## src/hdl/spd_pkg.sv

```systemverilog
// Setpoint detection package: register map, field codes, timing counts
// Assumes APB with 32-bit data and a 10 MHz block clock
package spd_pkg;
   localparam int NUM_SPT = 16;
   localparam int SAMPLE_W = 16;
   localparam int ADDR_W = 12;
   // Global registers (byte addresses)
   localparam logic [11:0] CTRL_OFS = 12'h000;
   localparam logic [11:0] STATUS_OFS = 12'h004;
   localparam logic [11:0] STATE_OFS = 12'h008;
   // Setpoint block: base + index * 0x10
   localparam logic [3:0] SPT_PAGE = 4'h1;
   localparam logic [1:0] SPT_LIMITS = 2'h0;
   localparam logic [1:0] SPT_CFG = 2'h1;
   localparam logic [1:0] SPT_VAL1 = 2'h2;
   localparam logic [1:0] SPT_VAL2 = 2'h3;
   // Field positions
   localparam int CTRL_TRIG_WAIT_BIT = 0;
   localparam int LIM_UPPER_LSB = 16;
   localparam int LIM_LOWER_LSB = 0;
   localparam int CFG_CRIT_LSB = 0;
   localparam int CFG_MODE_LSB = 4;
   localparam int CFG_TGT_LSB = 8;
   // Criterion codes
   localparam logic [2:0] CRIT_INSIDE = 3'h0;
   localparam logic [2:0] CRIT_OUTSIDE = 3'h1;
   localparam logic [2:0] CRIT_GREATER = 3'h2;
   localparam logic [2:0] CRIT_LESS = 3'h3;
   localparam logic [2:0] CRIT_EQUAL = 3'h4;
   localparam logic [2:0] CRIT_HYST = 3'h5;
   // Update modes
   localparam logic [1:0] MODE_NONE = 2'h0;
   localparam logic [1:0] MODE_TRUE = 2'h1;
   localparam logic [1:0] MODE_BOTH = 2'h2;
   // Output targets
   localparam logic [1:0] TGT_NONE = 2'h0;
   localparam logic [1:0] TGT_DOUT_HIGH = 2'h1;
   localparam logic [1:0] TGT_AO0 = 2'h2;
   localparam logic [1:0] TGT_AO1 = 2'h3;
   // Reset values
   localparam logic [31:0] CTRL_RESET = 32'h0000_0000;
   // Timing: output update bound after sampling
   localparam int CLK_PERIOD_NS = 100;
   localparam int DOUT_XFER_NS = 250;
   localparam int DOUT_XFER_CYC = (DOUT_XFER_NS / CLK_PERIOD_NS) < 1 ? 1 :
                                  DOUT_XFER_NS / CLK_PERIOD_NS;
   typedef enum logic [1:0] {ST_IDLE, ST_WAIT_TRIG, ST_RUN} spd_state_t;
endpackage

```

## src/hdl/spd_core.sv

```systemverilog
// Setpoint detection and output update core with APB register access
// Assumes scan samples arrive synchronous to MCLK_IN, one word per cycle
// Operation
// - Inside: true when lower limit < sample < upper limit.
// - Outside: true when sample above upper or below lower limit.
// - Greater: true when sample above lower limit; upper ignored.
// - Less: true when sample below upper limit; lower ignored.
// - Equal: true when sample equals upper limit.
// - Hysteresis: above upper forces value 2, below lower forces value 1.
// - Hysteresis inside window leaves flag and forced output unchanged.
// - Hysteresis updates happen regardless of update mode.
// - True-only mode writes value 1 when met, nothing otherwise.
// - True-and-false writes value 1 when met, value 2 when not.
// - Each setpoint holds two values: 16-bit analog code or byte.
// - Target is none, digital output high byte, or an analog output.
// - Detect flags are published once per scan period.
// - One setpoint per scan slot, sixteen at most.
// - Only 16-bit words compare; each counter word has its own slot.
// - With trigger wait set, evaluation begins at the trigger.
// - Shared output carries the value of the setpoint that wrote it last.
// - Flag is 1 when the criterion is met, 0 when not.
// - Status word holds setpoint 0 in bit 0, setpoint 15 in bit 15.
// - Output writes land within one sample period plus transfer time.
`timescale 1ns/1ns
`default_nettype none
module spd_core (
   // Clock and reset
   input wire logic MCLK_IN,
   input wire logic RST_N_IN,
   // APB slave
   input wire logic PSEL_IN,
   input wire logic PENABLE_IN,
   input wire logic PWRITE_IN,
   input wire logic [11:0] PADDR_IN,
   input wire logic [31:0] PWDATA_IN,
   output logic [31:0] PRDATA_OUT,
   output logic PREADY_OUT,
   output logic PSLVERR_OUT,
   // Acquisition control
   input wire logic ACQ_START_IN,
   input wire logic ACQ_STOP_IN,
   input wire logic TRIGGER_IN,
   // Scan sample stream
   input wire logic SAMPLE_VALID_IN,
   input wire logic [3:0] SAMPLE_SLOT_IN,
   input wire logic [15:0] SAMPLE_DATA_IN,
   input wire logic SCAN_END_IN,
   // Detection and output updates
   output logic [15:0] DET_FLAGS_OUT,
   output logic [7:0] DOUT_HIGH_OUT,
   output logic DOUT_HIGH_WE_OUT,
   output logic [15:0] FIRST_ANALOG_OUTPUT_OUT,
   output logic FIRST_ANALOG_OUTPUT_WE_OUT,
   output logic [15:0] SECOND_ANALOG_OUTPUT_OUT,
   output logic SECOND_ANALOG_OUTPUT_WE_OUT
);
   typedef struct packed {
      spd_pkg::spd_state_t st;
      logic trig_wait;
      logic [15:0][15:0] upper;
      logic [15:0][15:0] lower;
      logic [15:0][2:0] crit;
      logic [15:0][1:0] mode;
      logic [15:0][1:0] tgt;
      logic [15:0][15:0] val1;
      logic [15:0][15:0] val2;
      logic [15:0] seen;
      logic [15:0] last;
      logic [15:0] hyst_valid;
      logic [15:0] hyst_high;
      logic [15:0] pend;
      logic [15:0] det;
      logic [7:0] dout;
      logic dout_we;
      logic [15:0] ao0;
      logic ao0_we;
      logic [15:0] ao1;
      logic ao1_we;
      logic [31:0] prdata;
      logic pready;
      logic pslverr;
   } spd_regs_t;

   spd_regs_t s;
   spd_regs_t next_s;
   logic eval;
   logic [3:0] k;

   function automatic logic spd_cond(input logic [2:0] c,
         input logic [15:0] x, input logic [15:0] up,
         input logic [15:0] lo);
      case (c)
         spd_pkg::CRIT_INSIDE: spd_cond = (x > lo) && (x < up);
         spd_pkg::CRIT_OUTSIDE: spd_cond = (x > up) || (x < lo);
         spd_pkg::CRIT_GREATER: spd_cond = x > lo;
         spd_pkg::CRIT_LESS: spd_cond = x < up;
         spd_pkg::CRIT_EQUAL: spd_cond = x == up;
         default: spd_cond = 1'b0;
      endcase
   endfunction

   // Evaluation only while running and not restarting
   assign eval = (s.st == spd_pkg::ST_RUN) && SAMPLE_VALID_IN &&
                 !ACQ_START_IN;
   assign k = SAMPLE_SLOT_IN;

   always_comb begin
      logic c;
      logic wr;
      logic [15:0] v;
      logic [3:0] idx;
      logic [1:0] w;
      c = 1'b0;
      wr = 1'b0;
      v = 16'h0000;
      idx = PADDR_IN[7:4];
      w = PADDR_IN[3:2];
      next_s = s;
      next_s.dout_we = 1'b0;
      next_s.ao0_we = 1'b0;
      next_s.ao1_we = 1'b0;
      // APB: answer prepared in setup, completes in first access cycle
      next_s.pready = 1'b0;
      if (PSEL_IN && !PENABLE_IN) begin
         next_s.pready = 1'b1;
         next_s.pslverr = 1'b0;
         next_s.prdata = 32'h0000_0000;
         if (PADDR_IN == spd_pkg::CTRL_OFS) begin
            next_s.prdata[spd_pkg::CTRL_TRIG_WAIT_BIT] = s.trig_wait;
         end else if (PADDR_IN == spd_pkg::STATUS_OFS) begin
            next_s.prdata[15:0] = s.det;
         end else if (PADDR_IN == spd_pkg::STATE_OFS) begin
            next_s.prdata[1:0] = s.st;
         end else if (PADDR_IN[11:8] == spd_pkg::SPT_PAGE &&
                      PADDR_IN[1:0] == 2'h0) begin
            case (w)
               spd_pkg::SPT_LIMITS: next_s.prdata = {s.upper[idx],
                  s.lower[idx]};
               spd_pkg::SPT_CFG: next_s.prdata = {22'h000000, s.tgt[idx],
                  2'h0, s.mode[idx], 1'b0, s.crit[idx]};
               spd_pkg::SPT_VAL1: next_s.prdata[15:0] = s.val1[idx];
               default: next_s.prdata[15:0] = s.val2[idx];
            endcase
         end else begin
            next_s.pslverr = 1'b1;
         end
      end
      if (PSEL_IN && PENABLE_IN && s.pready && PWRITE_IN && !s.pslverr) begin
         if (PADDR_IN == spd_pkg::CTRL_OFS) begin
            next_s.trig_wait = PWDATA_IN[spd_pkg::CTRL_TRIG_WAIT_BIT];
         end else if (PADDR_IN[11:8] == spd_pkg::SPT_PAGE) begin
            case (w)
               spd_pkg::SPT_LIMITS: begin
                  next_s.upper[idx] = PWDATA_IN[spd_pkg::LIM_UPPER_LSB +: 16];
                  next_s.lower[idx] = PWDATA_IN[spd_pkg::LIM_LOWER_LSB +: 16];
               end
               spd_pkg::SPT_CFG: begin
                  next_s.crit[idx] = PWDATA_IN[spd_pkg::CFG_CRIT_LSB +: 3];
                  next_s.mode[idx] = PWDATA_IN[spd_pkg::CFG_MODE_LSB +: 2];
                  next_s.tgt[idx] = PWDATA_IN[spd_pkg::CFG_TGT_LSB +: 2];
               end
               spd_pkg::SPT_VAL1: next_s.val1[idx] = PWDATA_IN[15:0];
               default: next_s.val2[idx] = PWDATA_IN[15:0];
            endcase
         end
      end
      // Acquisition sequencing
      case (s.st)
         spd_pkg::ST_IDLE: ;
         spd_pkg::ST_WAIT_TRIG: begin
            if (TRIGGER_IN) begin
               next_s.st = spd_pkg::ST_RUN;
            end
         end
         spd_pkg::ST_RUN: begin
            if (ACQ_STOP_IN) begin
               next_s.st = spd_pkg::ST_IDLE;
            end
         end
         default: next_s.st = spd_pkg::ST_IDLE;
      endcase
      if (ACQ_START_IN) begin
         next_s.st = s.trig_wait ? spd_pkg::ST_WAIT_TRIG :
                     spd_pkg::ST_RUN;
         next_s.pend = 16'h0000;
         next_s.det = 16'h0000;
         next_s.seen = 16'h0000;
         next_s.hyst_valid = 16'h0000;
         next_s.hyst_high = 16'h0000;
      end else if (eval) begin
         if (s.crit[k] == spd_pkg::CRIT_HYST) begin
            // Forced update on entering a side, any update mode
            if (SAMPLE_DATA_IN > s.upper[k]) begin
               wr = !s.hyst_valid[k] || !s.hyst_high[k];
               v = s.val2[k];
               next_s.hyst_valid[k] = 1'b1;
               next_s.hyst_high[k] = 1'b1;
               next_s.pend[k] = 1'b1;
            end else if (SAMPLE_DATA_IN < s.lower[k]) begin
               wr = !s.hyst_valid[k] || s.hyst_high[k];
               v = s.val1[k];
               next_s.hyst_valid[k] = 1'b1;
               next_s.hyst_high[k] = 1'b0;
               next_s.pend[k] = 1'b0;
            end
         end else begin
            c = spd_cond(s.crit[k], SAMPLE_DATA_IN, s.upper[k],
                         s.lower[k]);
            next_s.pend[k] = c;
            next_s.seen[k] = 1'b1;
            next_s.last[k] = c;
            // Write on change only; a shared output keeps the last value written
            if (s.mode[k] == spd_pkg::MODE_TRUE) begin
               wr = c && (!s.seen[k] || !s.last[k]);
               v = s.val1[k];
            end else if (s.mode[k] == spd_pkg::MODE_BOTH) begin
               wr = !s.seen[k] || (c != s.last[k]);
               v = c ? s.val1[k] : s.val2[k];
            end
         end
         if (wr) begin
            case (s.tgt[k])
               spd_pkg::TGT_DOUT_HIGH: begin
                  next_s.dout = v[7:0];
                  next_s.dout_we = 1'b1;
               end
               spd_pkg::TGT_AO0: begin
                  next_s.ao0 = v;
                  next_s.ao0_we = 1'b1;
               end
               spd_pkg::TGT_AO1: begin
                  next_s.ao1 = v;
                  next_s.ao1_we = 1'b1;
               end
               default: ;
            endcase
         end
      end
      // Publish flags at scan end, including a last-slot update
      if (SCAN_END_IN && !ACQ_START_IN && s.st == spd_pkg::ST_RUN) begin
         next_s.det = next_s.pend;
      end
   end

   always_ff @(posedge MCLK_IN) begin
      if (!RST_N_IN) begin
         s <= '0;
      end else begin
         s <= next_s;
      end
   end

   assign PRDATA_OUT = s.prdata;
   assign PREADY_OUT = s.pready;
   assign PSLVERR_OUT = s.pslverr;
   assign DET_FLAGS_OUT = s.det;
   assign DOUT_HIGH_OUT = s.dout;
   assign DOUT_HIGH_WE_OUT = s.dout_we;
   assign FIRST_ANALOG_OUTPUT_OUT = s.ao0;
   assign FIRST_ANALOG_OUTPUT_WE_OUT = s.ao0_we;
   assign SECOND_ANALOG_OUTPUT_OUT = s.ao1;
   assign SECOND_ANALOG_OUTPUT_WE_OUT = s.ao1_we;
endmodule // spd_core
`default_nettype wire

```

## config.mk

```make
export PLATFORM = sky130hd
export DESIGN_NAME = spd_core
export DESIGN_NICKNAME = d
export VERILOG_FILES = /design/src/hdl/spd_pkg.sv /design/src/hdl/spd_core.sv
export SDC_FILE = /design/constraint.sdc
export NUM_CORES = 2
export LEC_CHECK = 0
export BUFFER_PORTS_ARGS = -buffer_cell sky130_fd_sc_hd__buf_2
export CAP_MARGIN = 10
export CORE_MARGIN = 5
export CORE_UTILIZATION = 60
export CTS_BUF_LIST = sky130_fd_sc_hd__clkbuf_8
export CTS_CLUSTER_DIAMETER = 30
export DETAILED_ROUTE_END_ITERATION = 10
export PLACE_DENSITY = 0.77
export SLEW_MARGIN = 20
export SYNTH_ARGS = -nofsm -noshare
export SYNTH_HDL_FRONTEND = slang
export SYNTH_SLANG_ARGS = --single-unit
```

## constraint.sdc

```tcl
create_clock -name MCLK_IN -period 7.51 [get_ports MCLK_IN]
set_clock_uncertainty 0.15 [all_clocks]
set_input_delay 0.3755 -clock MCLK_IN [delete_from_list [all_inputs] [get_ports MCLK_IN]]
set_output_delay 0.3755 -clock MCLK_IN [all_outputs]
set_load 0.02 [all_outputs]
```

### After elaboration in Yosys (flattened, before gate mapping)

Cells that the tools add are included.

* $lt $le $gt $ge: 8
* eq/ne operators: 22
* muxes and demuxes: 99
* bitwise operators: 14
* reductions and logical operators: 48

Operators with widths (number)
* bitwise mux 256 bit: 4
* binary-select mux 16 bit (select 4 bit): 8
* two-way mux 16 bit: 23
* two-way mux 48 bit: 2
* bitwise mux 32 bit: 2
* demux 16 bit (select 4 bit): 1
* bitwise OR 16 bit: 4
* bitwise mux 48 bit: 1
* one-hot mux 16 bit (3 select lines): 1
* bitwise AND 16 bit: 2
* binary-select mux 2 bit (select 4 bit): 4
* bitwise mux 16 bit: 2
* greater-than comparator 16 bit: 2
* less-than comparator 16 bit: 2
* two-way mux 32 bit: 1
* two-way mux 31 bit: 1
* two-way mux 30 bit: 1
* AND reduction 4 bit: 7
* binary-select mux 3 bit (select 4 bit): 2
* two-way mux 1 bit: 23
* two-way mux 2 bit: 11
* binary-select mux 1 bit (select 4 bit): 4
* equality test 16 bit: 1
* inverter 16 bit: 1
* 32 further kinds: 81

* bits in registers: 1312
* input bits: 74
* word-level logic and storage cells: 320

### Logic depth before layout (Yosys ltp)

* depth after elaboration: 17
* mapped depth: 24

### Least setup slack after synthesis

No wires, ideal clock.

* path type: input to register
* start point: input SAMPLE_SLOT_IN[1]
* end point: register s, in the netlist FIRST_ANALOG_OUTPUT_OUT[11]
* data arrival time: 5.862 ns
* required time: 7.243 ns
* setup slack: 1.381 ns
* stages: 23
* buffers on the path: 10
* cell sequence: buf_4 -> buf_4 -> buf_4 -> buf_2 -> buf_2 -> buf_2 -> buf_2 -> buf_2 -> clkbuf_1 -> mux4_2 -> mux4_2 -> inv_1 -> ha_1 -> a21o_1 -> a21oi_1 -> o221ai_1 -> nor3_1 -> o211ai_2 -> o211a_2 -> a221oi_4 -> a31oi_1 -> buf_2 -> a32o_1

* longest elaborated chain between the ends: 16
* elaborated cells between the ends (all ways): 66
* classes of those cells: order compare: 4; eq/ne: 10; mux: 39; reduce/logical: 13

Ends and longest elaborated chain
* from (decl): RTL line spd_core.sv:45 `input wire logic [3:0] SAMPLE_SLOT_IN,`
* binary-select mux 16 bit (select 4 bit), on equally long branches
* two-way mux 16 bit, on equally long branches
* greater-than comparator 16 bit, or another cell as far along: RTL line spd_core.sv:94, spd_core.sv:193
* logical OR 1 bit or logical AND 1 bit (tied branches): RTL line spd_core.sv:94, spd_core.sv:93
* one-hot mux 1 bit (5 select lines): RTL line spd_core.sv:92 `case (c)`
* two-way mux 1 bit: RTL line spd_core.sv:191 `if (s.crit[k] == spd_pkg::CRIT_HYST) begin`
* two-way mux 1 bit: RTL line spd_core.sv:190 `end else if (eval) begin`
* two-way mux 1 bit: RTL line spd_core.sv:182 `if (ACQ_START_IN) begin`
* inequality test 1 bit: RTL line spd_core.sv:217 `wr = !s.seen[k] || (c != s.last[k]);`
* logical OR 1 bit: RTL line spd_core.sv:217
* two-way mux 1 bit: RTL line spd_core.sv:216 `end else if (s.mode[k] == spd_pkg::MODE_BOTH) begin`
* two-way mux 1 bit: RTL line spd_core.sv:213 `if (s.mode[k] == spd_pkg::MODE_TRUE) begin`
* two-way mux 1 bit: RTL line spd_core.sv:191
* two-way mux 1 bit: RTL line spd_core.sv:190
* two-way mux 1 bit: RTL line spd_core.sv:182
* AND reduction 4 bit (no source line)
* to (signal assigned): RTL line spd_core.sv:249 `s <= next_s;`
* to (decl): RTL line spd_core.sv:84 `spd_regs_t s;`

Parallel ways exist; a longest one is shown, timed or not. The select of a mux whose other input is x is not followed.
A chain may end at the register's enable or synchronous reset.

### Final worst setup path

* start point: input SAMPLE_SLOT_IN[0]
* end point: register s, in the netlist FIRST_ANALOG_OUTPUT_OUT[11]

The elaborated chain is that of the path after synthesis.

==> metrics.txt <==
worst flop-to-flop path endpoint FIRST_ANALOG_OUTPUT_OUT[11]; First DRT Iteration DRCs 9780; Port Buf Inserts 166; Final HPWL DP roughly 130000 µm; worst hold path class in -> reg; Synth Flop Type dfxtp_1; routed length per instance 26.7 µm; Max FO, Critical Path 49; crit-path cells buf_8 > buf_4 > mux4_2 > mux4_2 > inv_1 > ha_1 > nand3_1 > nor4_1 > a21boi_1 > nor3_1 > buf_4 > o211ai_2 > o211ai_2 > buf_4 > a221oi_4 > and2_1 > a32o_1; Via-to-Cell Ratio around 7; Final min period 5620 ps; Metal-1 WL 77500 µm; Crit. End Element flip-flop; Max Cap Viol 0; crit path to FIRST_ANALOG_OUTPUT_OUT[11]; synthesis-to-layout area growth 10.7%; GPL Wtd Cong 0.929; register area share after synthesis 39.9%; multiplexer area fraction after synthesis ~25%; Clock Pin Slew Worst Setup and Hold Paths 60 ps; Clock Path Buffers 4; TritonCTS clock tree built; Root Buffer clkbuf_8; mean post-synth cell area between 9 and 10 µm²; Setup crit start SAMPLE_SLOT_IN[0]; DR vias 59078; RSZ-0062 raised after global routing no; IO Count 167; area leader, netlist dfxtp_1; failing checks design-rule violations; most used cell, CP buf_4; vias in the first global route 56966; top-count cell post-synth nand2_1; drt total wl 230000 µm; initial antenna violation count 13; cell area after layout 72900 µm²; Nets about 7100; final setup fails 0; synth unique cells 68; ANT nets after route 0; row cnt between 100 and 150; Worst Reg-to-Reg Cells 15; top cells by area, synth dfxtp_1 (40%), mux4_2 (25%), nand2_1 (13%); total track usage between 30% and 40%; crit start category input port; Die Ht between 300 and 400 µm; Synthesis Warnings 0; crit path DAT 6320 ps; setup bufs post-CTS 0; Layout Cells excl Fill 8619; Post-Synth Adder-Cell Area less than 1%; synthesis-stage register bit count ~1300; layout cells sized above 1 21.4%; peak supply drop 0.175 mV; Cells after DPL approximately 8100; Fmax roughly 0.18 GHz; # DRC 2; largest family of logic cells by synthesized area multiplexers; flop-to-flop setup slack 1890 ps; Clock Sinks approximately 1300; syn_nets 7255; worst hold start PADDR_IN[2]; reg2reg start s[1004]; depth of the CTS H-tree 5; Tcrit/Tclk final around 75%; Final Hold Fails 0; die area 116000 µm²; worst skew pair latency 990 ps; Post-synth ARST share 0%; DIE WIDTH 341 µm; crit path kind in -> reg; critical path's largest stage delay 740 ps; CP max stage cell a21boi_1; Starting Density between 60% and 70%; relative slew slack about an eighth; compound-cell area share of the yosys netlist about 12%; Post-Synth Simple-Gate Area between 15 and 20%; top layer in use met5; share of the synthesized area in the top cell type 39.9%; area post-placement 66400 µm²; first-pass GRT wire length between 300000 and 400000 µm; TritonCTS Buffers approximately 290; DR WL met2 100000 µm; largest net degree at the start of global routing 233; Core ar. 109000 µm²; Synth Cell Area 65800 µm²; post-synthesis xor/xnor area fraction less than 1%; status finished with violations; Leak Pwr between 20 and 25 nW; Setup TNS 0 ps; Syn Inst Count around 7100; Req. time, crit path 8210 ps; Post-synth top cells nand2_1 (2318), dfxtp_1 (1312), a21oi_1 (1235), mux4_2 (727), clkbuf_1 (544); post-layout util 67.0%; routed length on met3 roughly 35000 µm; Post-synth EDFFs 0; actual slew at the worst max-slew pin 1300 ps; power density over the cells 220 nW/µm²; Pins Over Slew Limit 0; TritonRoute pass-1 iters 11; Overflow after GRT 0
==> per-layer routing <==
layer / GRT usage (%) / vias to the layer above
li1: - / 24830
met1: 48.2 / 28211
met2: 57.0 / 4865
met3: 12.7 / 1162
met4: 24.1 / 10
met5: 0 / -
==> report_power, final <==
| group | internal, mW | switching (mW) | total (mW) |
|---|---|---|---|
| combinational | 0.245 | 0.600 | 0.845 |
| clock | 4.81 | 3.37 | 8.19 |
| sequential | 6.97 | 0.00402 | 6.97 |
| total | 12.0 | 3.98 | 16.0 |
==> through the flow <==
step	setup slack (ps)	hold slack [ps]	total power, mW
4_1_cts	2110	26.4	16.0
5_1_grt	1750	184	16.4
3_3_place_gp	1380	282	7.91
3_5_place_dp	1160	300	7.92
2_1_floorplan	1380	272	7.70
6_report	1890	96.4	16.0
==> state kept, by name (all words and copies together) (netlist names) <==
signal,flops
DOUT_HIGH_OUT,8
SECOND_ANALOG_OUTPUT_WE_OUT,1
PSLVERR_OUT,1
SECOND_ANALOG_OUTPUT_OUT,16
PREADY_OUT,1
DOUT_HIGH_WE_OUT,1
FIRST_ANALOG_OUTPUT_WE_OUT,1
DET_FLAGS_OUT,16
FIRST_ANALOG_OUTPUT_OUT,16
PRDATA_OUT,32
s,1219
==> worst min-delay path by stage <==
stage,end,slack [ps],depth (start not counted)
floorplan,s[135],270,2
global placement,s[167],280,2
detailed placement,FIRST_ANALOG_OUTPUT_OUT[0],300,1
CTS,PSLVERR_OUT,30,5
global route,PSLVERR_OUT,180,5
finish,PSLVERR_OUT,100,5
==> logic make-up (layout without fill, tap and decap cells) <==
kind of cell,count (synthesis),count (layout)
AND/OR/NAND/NOR,2755,2755
AO/OA/AOI/OAI,1470,1470
flip-flops,1312,1312
buffers and inverters,822,869
multiplexers,756,756
adder cells (fa/ha/maj),33,33
XOR/XNOR,1,1
other,0,9
==> cell type report <==
cell class	instances	area [µm²]
inverter	49	191
fill	8071	36000
clock inverter	160	1460
sequential	1312	26300
timing repair buffer	334	2410
clock buffer	326	4490
tap	1414	1770
antenna	9	22.5
multi-input combinational	5015	36300
==> critical path, delay by kind of cell <==
family	cells	cell delay (ps)
AND/OR/NAND/NOR	4	1330
adder cells (fa/ha/maj)	1	190
buffers and inverters	5	1420
AO/OA/AOI/OAI	5	1870
multiplexers	2	1030
==> cells in the final DEF, fill, tap and decap left out, drive strengths merged, types with 3 or more instances in the layout <==
master,netlist,final
a21oi,1236,1236
nand4,12,12
and2,11,11
nor2b,16,16
nand3,139,139
and2b,9,9
diode,0,9
a21boi,6,6
dfxtp,1312,1312
mux2i,19,19
nand2,2319,2319
o21ai,54,54
and3,8,8
a31oi,9,9
mux2,9,9
inv,48,102
clkbuf,544,326
a211oi,9,9
dlygate4sd3,0,54
o21a,5,5
a32o,27,27
o211a,8,8
nor2,184,184
a21o,12,12
clkinv,1,53
nor3,28,28
a22o,16,16
buf,229,280
nor3b,3,3
nand2b,11,11
clkinvlp,0,30
and4,5,5
ha,32,32
mux4,728,728
nor4,8,8
a22oi,64,64
o211ai,7,7
bufinv,0,24
==> repair_timing <==
action,4_1_cts,5_1_grt
gates resized for setup,0,0
hold buffers,54,0
hold endpoints to repair,1101,0
No activity file was read; power rests on OpenSTA's default activity.
